## config.mk

```make
export PLATFORM = sky130hd
export DESIGN_NAME = rmasu_core
export DESIGN_NICKNAME = d
export VERILOG_FILES = /design/src/rtl/rmasu_core.v
export VERILOG_INCLUDE_DIRS = /design/src /design/src/rtl
export SDC_FILE = /design/constraint.sdc
export NUM_CORES = 2
export LEC_CHECK = 0
export BUFFER_PORTS_ARGS = -buffer_cell sky130_fd_sc_hd__buf_2
export CORE_MARGIN = 2
export CORE_UTILIZATION = 25
export CTS_CLUSTER_DIAMETER = 80
export CTS_CLUSTER_SIZE = 10
export DETAILED_ROUTE_END_ITERATION = 10
export SLEW_MARGIN = 25
export SYNTH_ARGS = -nofsm -noshare
export SYNTH_HDL_FRONTEND = slang
export SYNTH_SLANG_ARGS = --single-unit
```

## constraint.sdc

```tcl
create_clock -name sys_clk_in -period 8 [get_ports sys_clk_in]
set_input_delay 2 -clock sys_clk_in [delete_from_list [all_inputs] [get_ports sys_clk_in]]
set_output_delay 2 -clock sys_clk_in [all_outputs]
set_load 0.02 [all_outputs]
```

## src/rtl/rmasu_map.vh

```
// Constants for the real-mode address and stack unit: register offsets,
// command codes, field positions, flag bits and reset values.
// Assumes inclusion by rmasu_core.v only; holds definitions alone.
`ifndef RMASU_MAP_VH
`define RMASU_MAP_VH

// Byte offsets on the register bus.
`define RMASU_OFF_CTRL 8'h00
`define RMASU_OFF_STATUS 8'h04
`define RMASU_OFF_EIP 8'h08
`define RMASU_OFF_FLAGS_EXT 8'h0C
`define RMASU_OFF_SEG 8'h10
`define RMASU_OFF_IDT_BASE 8'h28
`define RMASU_OFF_IDT_LIMIT 8'h2C
`define RMASU_OFF_XLAT_OFF 8'h30
`define RMASU_OFF_LINEAR 8'h34
`define RMASU_OFF_TGT_OFF 8'h38
`define RMASU_OFF_TGT_SEG 8'h3C
`define RMASU_OFF_GPR 8'h80

// Command codes in the control register.
`define RMASU_OP_NONE 4'h0
`define RMASU_OP_NCALL 4'h1
`define RMASU_OP_FCALL 4'h2
`define RMASU_OP_NRET 4'h3
`define RMASU_OP_FRET 4'h4
`define RMASU_OP_INT 4'h5
`define RMASU_OP_INT_RETURN_INSTR 4'h6
`define RMASU_OP_LOAD_INT_TABLE_BASE_INSTR 4'h7
`define RMASU_OP_XLAT 4'h8

// Control register fields.
`define RMASU_CTRL_OPSIZE 4
`define RMASU_CTRL_ADDRSIZE 5

// Segment selector indexes.
`define RMASU_SEG_CS 3'h0
`define RMASU_SEG_SS 3'h1

// Stack pointer is general register 4.
`define RMASU_GPR_SP 3'h4

// Flag bits cleared on handler entry.
`define RMASU_FLAG_TF 8
`define RMASU_FLAG_IF 9
`define RMASU_FLAG_RF 16
`define RMASU_FLAG_AC 18

// Reset values and fault vectors.
`define RMASU_RST_IDT_BASE 32'h00000000
`define RMASU_RST_IDT_LIMIT 16'h03FF
`define RMASU_RST_FLAGS_EXT 32'h00000002
`define RMASU_VEC_STACK_FAULT 8'h0C
`define RMASU_VEC_GP_FAULT 8'h0D

`endif

```

## src/rtl/rmasu_core.v

```verilog
// Real-mode address formation and stack sequencing unit with a classic
// Wishbone register slave and a 16-bit memory master port.
// Assumes the memory port answers on sys_clk_in; the mask pin is async.
// Functional notes
// - Base is selector shifted left four bits; offset added gives linear address.
// - Selectors are used directly as bases, never as table indexes.
// - Carry beyond one megabyte is kept in the physical address.
// - Mask input low forces bit 20 of translated and stack addresses to zero, not of table reads; system drives it consistently.
// - Prefixed 32-bit offset above FFFFH raises fault vector 12 or 13.
// - Segments span 64 KB; operands use 16-bit offsets.
// - Instruction pointer is low half of the 32-bit extended pointer.
// - Visible flags are the low sixteen bits of extended flags.
// - One 16-bit stack in stack segment, growing downward per push.
// - Calls push instruction pointer; far calls push code selector too.
// - Returns pop instruction pointer; far returns pop code selector too.
// - Handler entry pushes pointer, code selector and low 16 flag bits.
// - Interrupt return pops pointer, code selector and flags.
// - Handlers found through a table of 4-byte entries by vector.
// - Load-table-base command relocates the interrupt table.
// - Operand-size prefix gives 32-bit register access.
// - Address-size prefix gives 32-bit offsets, range checked.
// - Without prefixes operands are 8-bit or 16-bit.
// - Eight 16-bit registers, each the low half of a 32-bit one.
// - Two extra data segment selectors beyond the usual four.
// - Real-address mode is entered on every reset.
// - After reset table base is zero and limit 3FFH.
// - Vector number times four is the table byte offset.
// - Handler entry clears interrupt enable after saving state.
//
// Chosen here: the Wishbone slave port and the register offsets.
`include "rmasu_map.vh"

module rmasu_core (
    input wire sys_clk_in,
    input wire rst_n_in,
    input wire wb_cyc_in,
    input wire wb_stb_in,
    input wire wb_we_in,
    input wire [7:0] wb_adr_in,
    input wire [3:0] wb_sel_in,
    input wire [31:0] wb_dat_in,
    output reg [31:0] wb_dat_out,
    output reg wb_ack_out,
    input wire addr_bit20_mask_n_in,
    output reg mem_req_out,
    output reg mem_we_out,
    output reg [31:0] mem_addr_out,
    output reg [15:0] mem_wdata_out,
    input wire mem_ack_in,
    input wire [15:0] mem_rdata_in,
    output reg busy_out
);

    localparam ST_IDLE = 2'h0;
    localparam ST_START = 2'h1;
    localparam ST_ISSUE = 2'h2;
    localparam ST_WAIT = 2'h3;

    localparam K_NONE = 2'h0;
    localparam K_PUSH = 2'h1;
    localparam K_POP = 2'h2;
    localparam K_TABLE = 2'h3;

    localparam S_IP = 2'h0;
    localparam S_CS = 2'h1;
    localparam S_FL = 2'h2;

    reg [31:0] gpr_reg [0:7];
    reg [15:0] seg_reg [0:5];
    reg [31:0] instr_pointer_ext_reg;
    reg [31:0] flags_ext_reg;
    reg [31:0] idt_base_reg;
    reg [15:0] idt_limit_reg;
    reg [31:0] ctrl_reg;
    reg [31:0] xlat_off_reg;
    reg [31:0] linear_reg;
    reg [31:0] tgt_off_reg;
    reg [15:0] tgt_seg_reg;
    reg fault_reg;
    reg [7:0] fault_vec_reg;
    reg [1:0] state_reg;
    reg [2:0] step_reg;
    reg [1:0] dst_reg;
    reg [1:0] kind_reg;
    reg mask_meta_reg;
    reg mask_sync_reg;
    reg [31:0] rd_next;
    reg [1:0] mc_kind_next;
    reg [1:0] mc_sel_next;
    reg [1:0] mc_toff_next;
    integer i;

    wire [3:0] op = ctrl_reg[3:0];
    wire [7:0] vec = ctrl_reg[15:8];
    wire [2:0] xl_idx = ctrl_reg[18:16];
    wire opsize = ctrl_reg[`RMASU_CTRL_OPSIZE];
    wire addrsize = ctrl_reg[`RMASU_CTRL_ADDRSIZE];
    wire [15:0] sp_now = gpr_reg[`RMASU_GPR_SP][15:0];
    wire [15:0] sp_dec = sp_now - 16'h0002;
    wire [15:0] sp_inc = sp_now + 16'h0002;
    wire [15:0] xl_seg = (xl_idx > 3'h5) ? 16'h0000 : seg_reg[xl_idx];
    wire [17:0] vec_off = {8'h00, vec, 2'h0};
    wire [17:0] vec_top = vec_off + 18'h00003;
    wire wb_hit = wb_cyc_in && wb_stb_in && !wb_ack_out;
    wire [2:0] gpr_idx = wb_adr_in[4:2];
    wire gpr_hit = (wb_adr_in[7:5] == 3'h4);
    wire [2:0] seg_idx = wb_adr_in[4:2] - 3'h4;
    wire seg_hit = (wb_adr_in >= `RMASU_OFF_SEG) && (wb_adr_in < `RMASU_OFF_IDT_BASE);

    // Selector is used as a plain base, never a descriptor index.
    // The adder keeps 21 bits so the carry out of bit 19 survives.
    function [31:0] phys;
        input [15:0] sel;
        input [15:0] off;
        input mask_on;
        reg [20:0] sum;
        begin
            sum = {1'b0, sel, 4'h0} + {5'h00, off};
            if (mask_on)
                sum[20] = 1'b0;
            phys = {11'h000, sum};
        end
    endfunction

    // Merges bus write data into a register by byte lane.
    function [31:0] be_merge;
        input [31:0] old;
        input [31:0] nw;
        input [3:0] sel;
        integer b;
        begin
            be_merge = old;
            for (b = 0; b < 4; b = b + 1)
                if (sel[b])
                    be_merge[b*8 +: 8] = nw[b*8 +: 8];
        end
    endfunction

    // Step table of each stack sequence: access kind, data source or sink,
    // and table word offset.
    always @*
    begin
        mc_kind_next = K_NONE;
        mc_sel_next = S_IP;
        mc_toff_next = 2'h0;
        case (op)
            `RMASU_OP_NCALL:
                if (step_reg == 3'h0)
                    mc_kind_next = K_PUSH;
            `RMASU_OP_FCALL:
            begin
                // Selector first, then the pointer.
                if (step_reg < 3'h2)
                    mc_kind_next = K_PUSH;
                if (step_reg == 3'h0)
                    mc_sel_next = S_CS;
            end
            `RMASU_OP_NRET:
                if (step_reg == 3'h0)
                    mc_kind_next = K_POP;
            `RMASU_OP_FRET:
            begin
                if (step_reg < 3'h2)
                    mc_kind_next = K_POP;
                if (step_reg == 3'h1)
                    mc_sel_next = S_CS;
            end
            `RMASU_OP_INT:
            begin
                // Flags go first so the return pops them last.
                if (step_reg < 3'h3)
                begin
                    mc_kind_next = K_PUSH;
                    mc_sel_next = (step_reg == 3'h0) ? S_FL :
                        ((step_reg == 3'h1) ? S_CS : S_IP);
                end
                else if (step_reg < 3'h5)
                begin
                    mc_kind_next = K_TABLE;
                    mc_sel_next = (step_reg == 3'h3) ? S_IP : S_CS;
                    mc_toff_next = (step_reg == 3'h3) ? 2'h0 : 2'h2;
                end
            end
            `RMASU_OP_INT_RETURN_INSTR:
                if (step_reg < 3'h3)
                begin
                    mc_kind_next = K_POP;
                    mc_sel_next = (step_reg == 3'h0) ? S_IP :
                        ((step_reg == 3'h1) ? S_CS : S_FL);
                end
            default:
                mc_kind_next = K_NONE;
        endcase
    end

    // Register read multiplexer; unmapped offsets read as zero.
    always @*
    begin
        rd_next = 32'h00000000;
        // Without the size prefix only the low half is seen.
        if (gpr_hit)
            rd_next = opsize ? gpr_reg[gpr_idx] : {16'h0000, gpr_reg[gpr_idx][15:0]};
        else if (seg_hit)
            rd_next = {16'h0000, seg_reg[seg_idx]};
        else
            case (wb_adr_in)
                `RMASU_OFF_CTRL: rd_next = ctrl_reg;
                `RMASU_OFF_STATUS: rd_next = {16'h0000, fault_vec_reg, 5'h00, 1'b1,
                    fault_reg, busy_out};
                `RMASU_OFF_EIP: rd_next = instr_pointer_ext_reg;
                `RMASU_OFF_FLAGS_EXT: rd_next = flags_ext_reg;
                `RMASU_OFF_IDT_BASE: rd_next = idt_base_reg;
                `RMASU_OFF_IDT_LIMIT: rd_next = {16'h0000, idt_limit_reg};
                `RMASU_OFF_XLAT_OFF: rd_next = xlat_off_reg;
                `RMASU_OFF_LINEAR: rd_next = linear_reg;
                `RMASU_OFF_TGT_OFF: rd_next = tgt_off_reg;
                `RMASU_OFF_TGT_SEG: rd_next = {16'h0000, tgt_seg_reg};
                default: rd_next = 32'h00000000;
            endcase
    end

    // Bus slave, architectural state and sequencer share one process so
    // each register has a single driver; bus writes other than the fault clear are held off while busy.
    always @(posedge sys_clk_in or negedge rst_n_in)
    begin
        if (!rst_n_in)
        begin
            for (i = 0; i < 8; i = i + 1)
                gpr_reg[i] <= 32'h00000000;
            for (i = 0; i < 6; i = i + 1)
                seg_reg[i] <= 16'h0000;
            instr_pointer_ext_reg <= 32'h00000000;
            flags_ext_reg <= `RMASU_RST_FLAGS_EXT;
            idt_base_reg <= `RMASU_RST_IDT_BASE;
            idt_limit_reg <= `RMASU_RST_IDT_LIMIT;
            ctrl_reg <= 32'h00000000;
            xlat_off_reg <= 32'h00000000;
            linear_reg <= 32'h00000000;
            tgt_off_reg <= 32'h00000000;
            tgt_seg_reg <= 16'h0000;
            fault_reg <= 1'b0;
            fault_vec_reg <= 8'h00;
            state_reg <= ST_IDLE;
            step_reg <= 3'h0;
            dst_reg <= S_IP;
            kind_reg <= K_NONE;
            mask_meta_reg <= 1'b0;
            mask_sync_reg <= 1'b0;
            wb_dat_out <= 32'h00000000;
            wb_ack_out <= 1'b0;
            mem_req_out <= 1'b0;
            mem_we_out <= 1'b0;
            mem_addr_out <= 32'h00000000;
            mem_wdata_out <= 16'h0000;
            busy_out <= 1'b0;
        end
        else
        begin
            // The mask pin is asynchronous; two flops before use.
            mask_meta_reg <= !addr_bit20_mask_n_in;
            mask_sync_reg <= mask_meta_reg;
            busy_out <= (state_reg != ST_IDLE) || (wb_hit && wb_we_in &&
                wb_adr_in == `RMASU_OFF_CTRL && !busy_out && wb_sel_in[0] &&
                wb_dat_in[3:0] != `RMASU_OP_NONE);
            wb_ack_out <= wb_hit;
            if (wb_hit)
                wb_dat_out <= rd_next;
            if (wb_hit && wb_we_in)
            begin
                if (wb_adr_in == `RMASU_OFF_STATUS && wb_sel_in[0] && wb_dat_in[1])
                    fault_reg <= 1'b0;
                else if (!busy_out && gpr_hit)
                    gpr_reg[gpr_idx] <= be_merge(gpr_reg[gpr_idx], wb_dat_in,
                        opsize ? wb_sel_in : {2'h0, wb_sel_in[1:0]});
                else if (!busy_out && seg_hit)
                    seg_reg[seg_idx] <= wb_dat_in[15:0];
                else if (!busy_out)
                begin
                    case (wb_adr_in)
                        `RMASU_OFF_CTRL:
                        begin
                            ctrl_reg <= be_merge(ctrl_reg, wb_dat_in, wb_sel_in);
                            if (wb_sel_in[0] && wb_dat_in[3:0] != `RMASU_OP_NONE)
                                state_reg <= ST_START;
                        end
                        `RMASU_OFF_EIP: instr_pointer_ext_reg <=
                            be_merge(instr_pointer_ext_reg, wb_dat_in, wb_sel_in);
                        `RMASU_OFF_FLAGS_EXT: flags_ext_reg <=
                            be_merge(flags_ext_reg, wb_dat_in, wb_sel_in);
                        `RMASU_OFF_XLAT_OFF: xlat_off_reg <=
                            be_merge(xlat_off_reg, wb_dat_in, wb_sel_in);
                        `RMASU_OFF_TGT_OFF: tgt_off_reg <=
                            be_merge(tgt_off_reg, wb_dat_in, wb_sel_in);
                        `RMASU_OFF_TGT_SEG: tgt_seg_reg <= wb_dat_in[15:0];
                        default: ;
                    endcase
                end
            end

            // Sequencer. Fault setting comes after the bus clear so set wins.
            case (state_reg)
                ST_START:
                begin
                    step_reg <= 3'h0;
                    state_reg <= ST_IDLE;
                    case (op)
                        `RMASU_OP_XLAT:
                        begin
                            // Offsets are 16 bits unless the address prefix
                            // widens them; then the upper half must be zero.
                            if (addrsize && xlat_off_reg[31:16] != 16'h0000)
                            begin
                                fault_reg <= 1'b1;
                                fault_vec_reg <= (xl_idx == `RMASU_SEG_SS) ?
                                    `RMASU_VEC_STACK_FAULT : `RMASU_VEC_GP_FAULT;
                            end
                            else
                                linear_reg <= phys(xl_seg, xlat_off_reg[15:0],
                                    mask_sync_reg);
                        end
                        `RMASU_OP_LOAD_INT_TABLE_BASE_INSTR:
                        begin
                            idt_base_reg <= tgt_off_reg;
                            idt_limit_reg <= tgt_seg_reg;
                        end
                        `RMASU_OP_INT:
                        begin
                            // An entry beyond the table limit is refused.
                            if (vec_top > {2'h0, idt_limit_reg})
                            begin
                                fault_reg <= 1'b1;
                                fault_vec_reg <= `RMASU_VEC_GP_FAULT;
                            end
                            else
                                state_reg <= ST_ISSUE;
                        end
                        `RMASU_OP_NCALL, `RMASU_OP_FCALL, `RMASU_OP_NRET,
                        `RMASU_OP_FRET, `RMASU_OP_INT_RETURN_INSTR:
                            state_reg <= ST_ISSUE;
                        default: ;
                    endcase
                end
                ST_ISSUE:
                begin
                    kind_reg <= mc_kind_next;
                    dst_reg <= mc_sel_next;
                    mem_we_out <= (mc_kind_next == K_PUSH);
                    case (mc_kind_next)
                        K_PUSH:
                        begin
                            // Stack grows down: decrement, then store.
                            gpr_reg[`RMASU_GPR_SP][15:0] <= sp_dec;
                            mem_addr_out <= phys(seg_reg[`RMASU_SEG_SS], sp_dec,
                                mask_sync_reg);
                            mem_wdata_out <= (mc_sel_next == S_CS) ? seg_reg[`RMASU_SEG_CS] :
                                ((mc_sel_next == S_FL) ? flags_ext_reg[15:0] :
                                instr_pointer_ext_reg[15:0]);
                            mem_req_out <= 1'b1;
                            state_reg <= ST_WAIT;
                        end
                        K_POP:
                        begin
                            mem_addr_out <= phys(seg_reg[`RMASU_SEG_SS], sp_now,
                                mask_sync_reg);
                            mem_req_out <= 1'b1;
                            state_reg <= ST_WAIT;
                        end
                        K_TABLE:
                        begin
                            mem_addr_out <= idt_base_reg + {14'h0000, vec_off} +
                                {30'h00000000, mc_toff_next};
                            mem_req_out <= 1'b1;
                            state_reg <= ST_WAIT;
                        end
                        default:
                        begin
                            // Sequence complete: apply the control transfer.
                            state_reg <= ST_IDLE;
                            if (op == `RMASU_OP_NCALL || op == `RMASU_OP_FCALL)
                                instr_pointer_ext_reg <= tgt_off_reg;
                            if (op == `RMASU_OP_FCALL)
                                seg_reg[`RMASU_SEG_CS] <= tgt_seg_reg;
                            if (op == `RMASU_OP_INT)
                            begin
                                flags_ext_reg[`RMASU_FLAG_IF] <= 1'b0;
                                flags_ext_reg[`RMASU_FLAG_TF] <= 1'b0;
                                flags_ext_reg[`RMASU_FLAG_RF] <= 1'b0;
                                flags_ext_reg[`RMASU_FLAG_AC] <= 1'b0;
                            end
                        end
                    endcase
                end
                ST_WAIT:
                begin
                    if (mem_ack_in)
                    begin
                        mem_req_out <= 1'b0;
                        mem_we_out <= 1'b0;
                        step_reg <= step_reg + 3'h1;
                        state_reg <= ST_ISSUE;
                        if (kind_reg == K_POP)
                            gpr_reg[`RMASU_GPR_SP][15:0] <= sp_inc;
                        // Popped pointer clears the upper half.
                        if (kind_reg != K_PUSH && dst_reg == S_IP)
                            instr_pointer_ext_reg <= {16'h0000, mem_rdata_in};
                        else if (kind_reg != K_PUSH && dst_reg == S_CS)
                            seg_reg[`RMASU_SEG_CS] <= mem_rdata_in;
                        else if (kind_reg != K_PUSH)
                            flags_ext_reg[15:0] <= mem_rdata_in;
                    end
                end
                default: ;
            endcase
        end
    end

endmodule

```

### After elaboration in Yosys (flattened, before gate mapping)

Index checks and enable logic that the tools add are counted.

| storage, ports and cells | value |
|---|---|
| bits in registers | 701 |
| output and inout bits | 84 |
| logic and storage cells | 324 |

| cells by class | value |
|---|---|
| add/subtract/negate cells | 10 |
| magnitude comparators | 12 |
| equality and inequality tests | 36 |
| mux-type cells | 148 |
| bitwise operators | 8 |
| reduce and logical (&&, ||, !) cells | 60 |

Operators by type and width:

| operator | number |
|---|---|
| $mux 32 | 16 |
| $mux 96 | 4 |
| $mux 112 | 3 |
| $mux 16 | 20 |
| $pmux 32 s10 | 1 |
| $bwmux 256 | 1 |
| $mux 8 | 25 |
| $mux 19 | 6 |
| $reduce_and 7->1 | 14 |
| $bmux 16 s3 | 2 |
| $bmux 32 s3 | 1 |
| $bwmux 96 | 1 |
| $demux 32 s3 | 1 |
| $pmux 32 s3 | 1 |
| $pmux 16 s2 | 2 |
| $pmux 32 s2 | 1 |
| $add 20x16->21 | 3 |
| $mux 2 | 26 |
| $demux 16 s3 | 1 |
| $eq 8x6->1 const B | 6 |
| $add 32x10->32 | 1 |
| $add 32x2->32 | 1 |
| $mux 1 | 22 |
| $logic_and 1x1->1 | 18 |
| other kinds (53) | 97 |

### Depth between registers and ports, before layout

| depth | value |
|---|---|
| depth after elaboration | 15 |
| gate-level depth with buffers | 16 |

### Worst setup path after synthesis

OpenSTA, ideal clock, no wires.

| timing | value |
|---|---|
| kind | input -> register |
| start | input wb_adr_in[2] |
| end | register gpr_reg[136] (netlist bit) |
| setup time | 0.125 ns |
| data arrival time | 4.036 ns |
| data required time | 7.875 ns |
| slack | 3.839 ns |
| cell stages on the path | 7 |
| path buffers | 3 |
| path through | buf_2 buf_4 buf_2 mux4_2 mux2_2 mux2_2 mux2_2 |

| on the way | value |
|---|---|
| longest elaborated chain between the ends | 9 |

RTL lines:

| what | RTL line | RTL |
|---|---|---|
| from (decl) | rmasu_core.v:39 | `input wire [7:0] wb_adr_in,` |
| $not 3->4 | rmasu_core.v:273, rmasu_core.v:274 |  |
| $bmux 32 s3 | rmasu_core.v:273 | `gpr_reg[gpr_idx] <= be_merge(gpr_reg[gpr_idx], wb_dat_in,` |
| $mux 32 (implied by the code) (2 in series) | rmasu_core.v:273 |  |
| $mux 8 | rmasu_core.v:134 | `if (sel[b])` |
| $mux 8 | rmasu_core.v:272 | `else if (!busy_out && gpr_hit)` |
| $mux 8 | rmasu_core.v:270 | `` if (wb_adr_in == `RMASU_OFF_STATUS && wb_sel_in[0] && wb_dat_in[1]) `` |
| $mux 8 | rmasu_core.v:268 | `if (wb_hit && wb_we_in)` |
| $bwmux 256 | rmasu_core.v:273 |  |
| to (signal, indexed assignment) | rmasu_core.v:273 |  |
| to (signal, indexed assignment) | rmasu_core.v:352 | `` gpr_reg[`RMASU_GPR_SP][15:0] <= sp_dec; `` |
| to (signal, indexed assignment) | rmasu_core.v:402 | `` gpr_reg[`RMASU_GPR_SP][15:0] <= sp_inc; `` |
| to (decl) | rmasu_core.v:68 | `reg [31:0] gpr_reg [0:7];` |

Parallel ways exist; a longest one is shown, timed or not. The select of a mux whose other input is x is not followed.
A chain may end at the register's enable or synchronous reset.

### Worst setup path after layout

| timing | value |
|---|---|
| start | input wb_adr_in[3] |
| end | register flags_ext_reg[1] |

| on the way | value |
|---|---|
| longest elaborated chain between the ends | 12 |

RTL lines:

| what | RTL line | RTL |
|---|---|---|
| $ge 8x5->1 (no source line), or another cell as far along | -- |  |
| $logic_and 1x1->1 / $mux 19 (equally long branches) | rmasu_core.v:108, rmasu_core.v:279 |  |
| $logic_and 1x1->1 / $mux 19 (equally long branches) | rmasu_core.v:275, rmasu_core.v:277 |  |
| $mux 19 | rmasu_core.v:275 | `else if (!busy_out && seg_hit)` |
| $mux 19 | rmasu_core.v:272 |  |
| $mux 19 * | rmasu_core.v:270 |  |
| $mux 19 * | rmasu_core.v:268 |  |
| $mux 16 | rmasu_core.v:408 | `else if (kind_reg != K_PUSH)` |
| $mux 16 | rmasu_core.v:406 | `else if (kind_reg != K_PUSH && dst_reg == S_CS)` |
| $mux 16 | rmasu_core.v:404 | `if (kind_reg != K_PUSH && dst_reg == S_IP)` |
| $mux 16 | rmasu_core.v:395 | `if (mem_ack_in)` |
| $mux 8 * | rmasu_core.v:301 | `case (state_reg)` |
| to (signal assigned) | rmasu_core.v:233 | `` flags_ext_reg <= `RMASU_RST_FLAGS_EXT; `` |
| to (signal assigned) | rmasu_core.v:288 | `` `RMASU_OFF_FLAGS_EXT: flags_ext_reg <= `` |
| to (signal assigned) | rmasu_core.v:409 | `flags_ext_reg[15:0] <= mem_rdata_in;` |
| to (decl) | rmasu_core.v:71 | `reg [31:0] flags_ext_reg;` |

Every way passes the cells marked *; elsewhere a longest branch is shown, timed or not.

==> metrics <==
result of the run complete, no violations; register area share after synthesis 47.1%; Post-synth top cells dfrtp_1 (684), mux2_2 (357), nand2_1 (196), mux2_1 (193), nor2_1 (178); Main synth FF type dfrtp_1; dpl ws 2.25 ns; CTS max path bufs 3; Area Overhead vs Synth 13.9%; Placement Rows 141; Slew @ Worst Pin 1.09 ns; Power Internal 5.64 mW; DR pass1 iterations 6; count leader, synth dfrtp_1; worst vdd ir 0.126 mV; Net count, final 3,318; number of top-level pins 151; placed cell area 39,800 um^2; Synth area leaders dfrtp_1 (46%), mux2_2 (11%), mux2_1 (5.9%); Avg Inst Size Synth 11.9 um^2; Max Cap Viol 0; Yosys top cell by area dfrtp_1; final WL 137 mm; worst r2r path cells 14; vias per std cell 5.36; Antenna Nets Post-Route 0; CTS clk-pin slew, worst paths 0.06 ns; CTS sink cnt 695; layout cells sized above 1 26.6%; number of flops mapped to enable cells by yosys 0; fin crit share 65.1%; worst endpoint required time 8.61 ns; post-synth net total 3,239; Final Max Slew Viols 0; Final Critical Period 5.21 ns; 1st-iter DRT viols 3,142; # hold bufs at CTS 0; DR vias 27.6k; Clock Power Share 43.6%; HP Class reg2reg; vias in the first global route 27.2k; Power Dens Cells 183 nW/um^2; placed cells 5,035; DIE HEIGHT 389 um; first-pass GRT wire length 198 mm; critical-path maximum fanout 45; Total Neg Setup Slack 0 ns; Setup CP Type in2reg; synthesized cell area 37,000 um^2; Initial Util 25.1%; Max Clock Freq 192 MHz; Finish-stage setup viols 0; Slew Limit Headroom 27.2%; RR Startpoint ctrl_reg[0]; DR DRC count 0; Finished Cell Area 42,100 um^2; Static Leakage 19.2 nW; die width 389 um; Psw 2.08 mW; FF-to-FF End mem_addr_out[19]; Root Driver clkbuf_16; clock skew 0.0422 ns; die area 151,000 um^2; Gate Count Post-Synth 3,109; hold depth 0; Setup crit end kind register; Sw Ratio 26.9%; average routed wire per standard cell 26.6 um; pin count of the biggest net entering global routing 172; Post-CTS Resized 0; Ys Warns 0; clk_lat worst skew 0.70 ns; GPL Wtd Cong 1.02; initial antenna violation count 19; sequential power share 48.2%; Arrival @ worst endpoint 5.82 ns; #FFs+latches synth 695; Tot Pwr 7.72 mW; WHS Endpoint mask_sync_reg; area share of the largest cell type after synthesis 46.3%; Largest register FFs 256; RSZ-0062 raised after global routing no; CTS tree built; critical hold path startpoint mask_meta_reg; Logic pwr share 8.2%; Total GRT Usage 17.9%; Setup crit start kind input pin; count of final hold-check violations 0; setup ws final 2.79 ns; Cell Count, Final, Fillers Out 5,146; post-CTS setup buffer count 0; synth unique cells 94; Post-synth ARST share 100%; Core ar. 147,000 um^2; CTS buffer count 80; Congestion Overflow GR 0; H-Tree Depth 3; Register-to-Register Setup Slack 2.98 ns; # port buffers 150; Detail Placement HPWL 99.6 mm
==> through the flow <==
stage	util [%]	hold WS, ns
detailed placement	27.0	0.345
global route	28.6	0.370
floorplan	-	0.331
finish	28.6	0.354
global placement	27.0	0.339
CTS	28.6	0.359
==> cells by family (layout without fill, tap and decap cells) <==
| kind of cell | Yosys count | count (layout) | share of synthesized area [%] |
|---|---|---|---|
| other | 0 | 4 | 0 |
| flip-flops | 695 | 695 | 47.1 |
| XOR/XNOR | 72 | 72 | 1.70 |
| AND/OR/NAND/NOR | 617 | 617 | 8.32 |
| AO/OA/AOI/OAI | 646 | 646 | 11.7 |
| buffers and inverters | 244 | 347 | 2.87 |
| adder cells (fa/ha/maj) | 63 | 63 | 2.21 |
| multiplexers | 772 | 772 | 26.1 |
==> area by class of cell <==
class,count,area [um^2]
fill,14989,105000
multi-input combinational,2170,18700
sequential,695,17400
tap,1930,2410
clock buffer,96,2060
timing repair buffer,205,1260
clock inverter,10,189
inverter,36,135
antenna,4,10.0
==> power groups by stage <==
stage               clock network (mW)  logic, mW  registers [mW]
floorplan                            0      0.355            3.72
global placement                     0      0.621            3.77
CTS                               3.43      0.628            3.71
global route                      3.55      0.683            3.72
detailed placement                   0      0.625            3.77
finish                            3.37      0.631            3.72
==> how the worst max path moves through the flow <==
stage                  from                         to  slack (ns)  depth (start not counted)
6_report       wb_adr_in[3]           flags_ext_reg[1]        2.79                          9
5_1_grt        wb_adr_in[3]  instr_pointer_ext_reg[31]        2.68                          8
4_1_cts        wb_adr_in[3]  instr_pointer_ext_reg[24]        2.97                          8
3_5_place_dp   wb_adr_in[3]  instr_pointer_ext_reg[24]        2.25                          8
3_3_place_gp   wb_adr_in[3]           flags_ext_reg[1]        2.38                          9
2_1_floorplan  wb_adr_in[2]               gpr_reg[136]        3.84                          7
==> placed cells by master (no fill, tap or decap), types with 11 or more instances in the layout <==
cell / instances
o31ai_1: 21
a21o_1: 13
ha_1: 59
and3_1: 13
nor2b_1: 17
mux4_2: 96
o21a_1: 14
dfrtp_1: 683
o211ai_1: 14
nand2_2: 11
nand2_1: 191
mux2_2: 357
xnor2_1: 41
nand4_1: 14
clkbuf_16: 80
mux2i_1: 116
a21oi_1: 126
buf_2: 146
dfstp_2: 11
buf_4: 51
a22oi_1: 127
o22ai_1: 23
xor2_1: 31
o21ai_1: 34
nand2b_1: 16
clkbuf_1: 16
mux2_1: 193
nor3_1: 19
inv_1: 33
nor2_1: 173
o21ai_0: 115
a211oi_1: 16
o22a_1: 16
a221oi_1: 50
nand3_1: 55
==> critical path, cell delays in order <==
cell and delay [ns]:
buf_4 0.59, buf_4 0.50, and2_1 0.33, nand2b_1 0.31
nor4_2 0.86, nand2_1 0.57, nor3b_1 0.33, a21oi_1 0.07
a21oi_1 0.18
==> per-layer routing <==
metal | GRT usage, % | part of all wire (%)
met1 | 24.2 | 43
met5 | 0 | 0.066
met2 | 26.7 | 43
met4 | 7.61 | 4.4
met3 | 4.83 | 9.5
(Power assumes the default switching activity.)
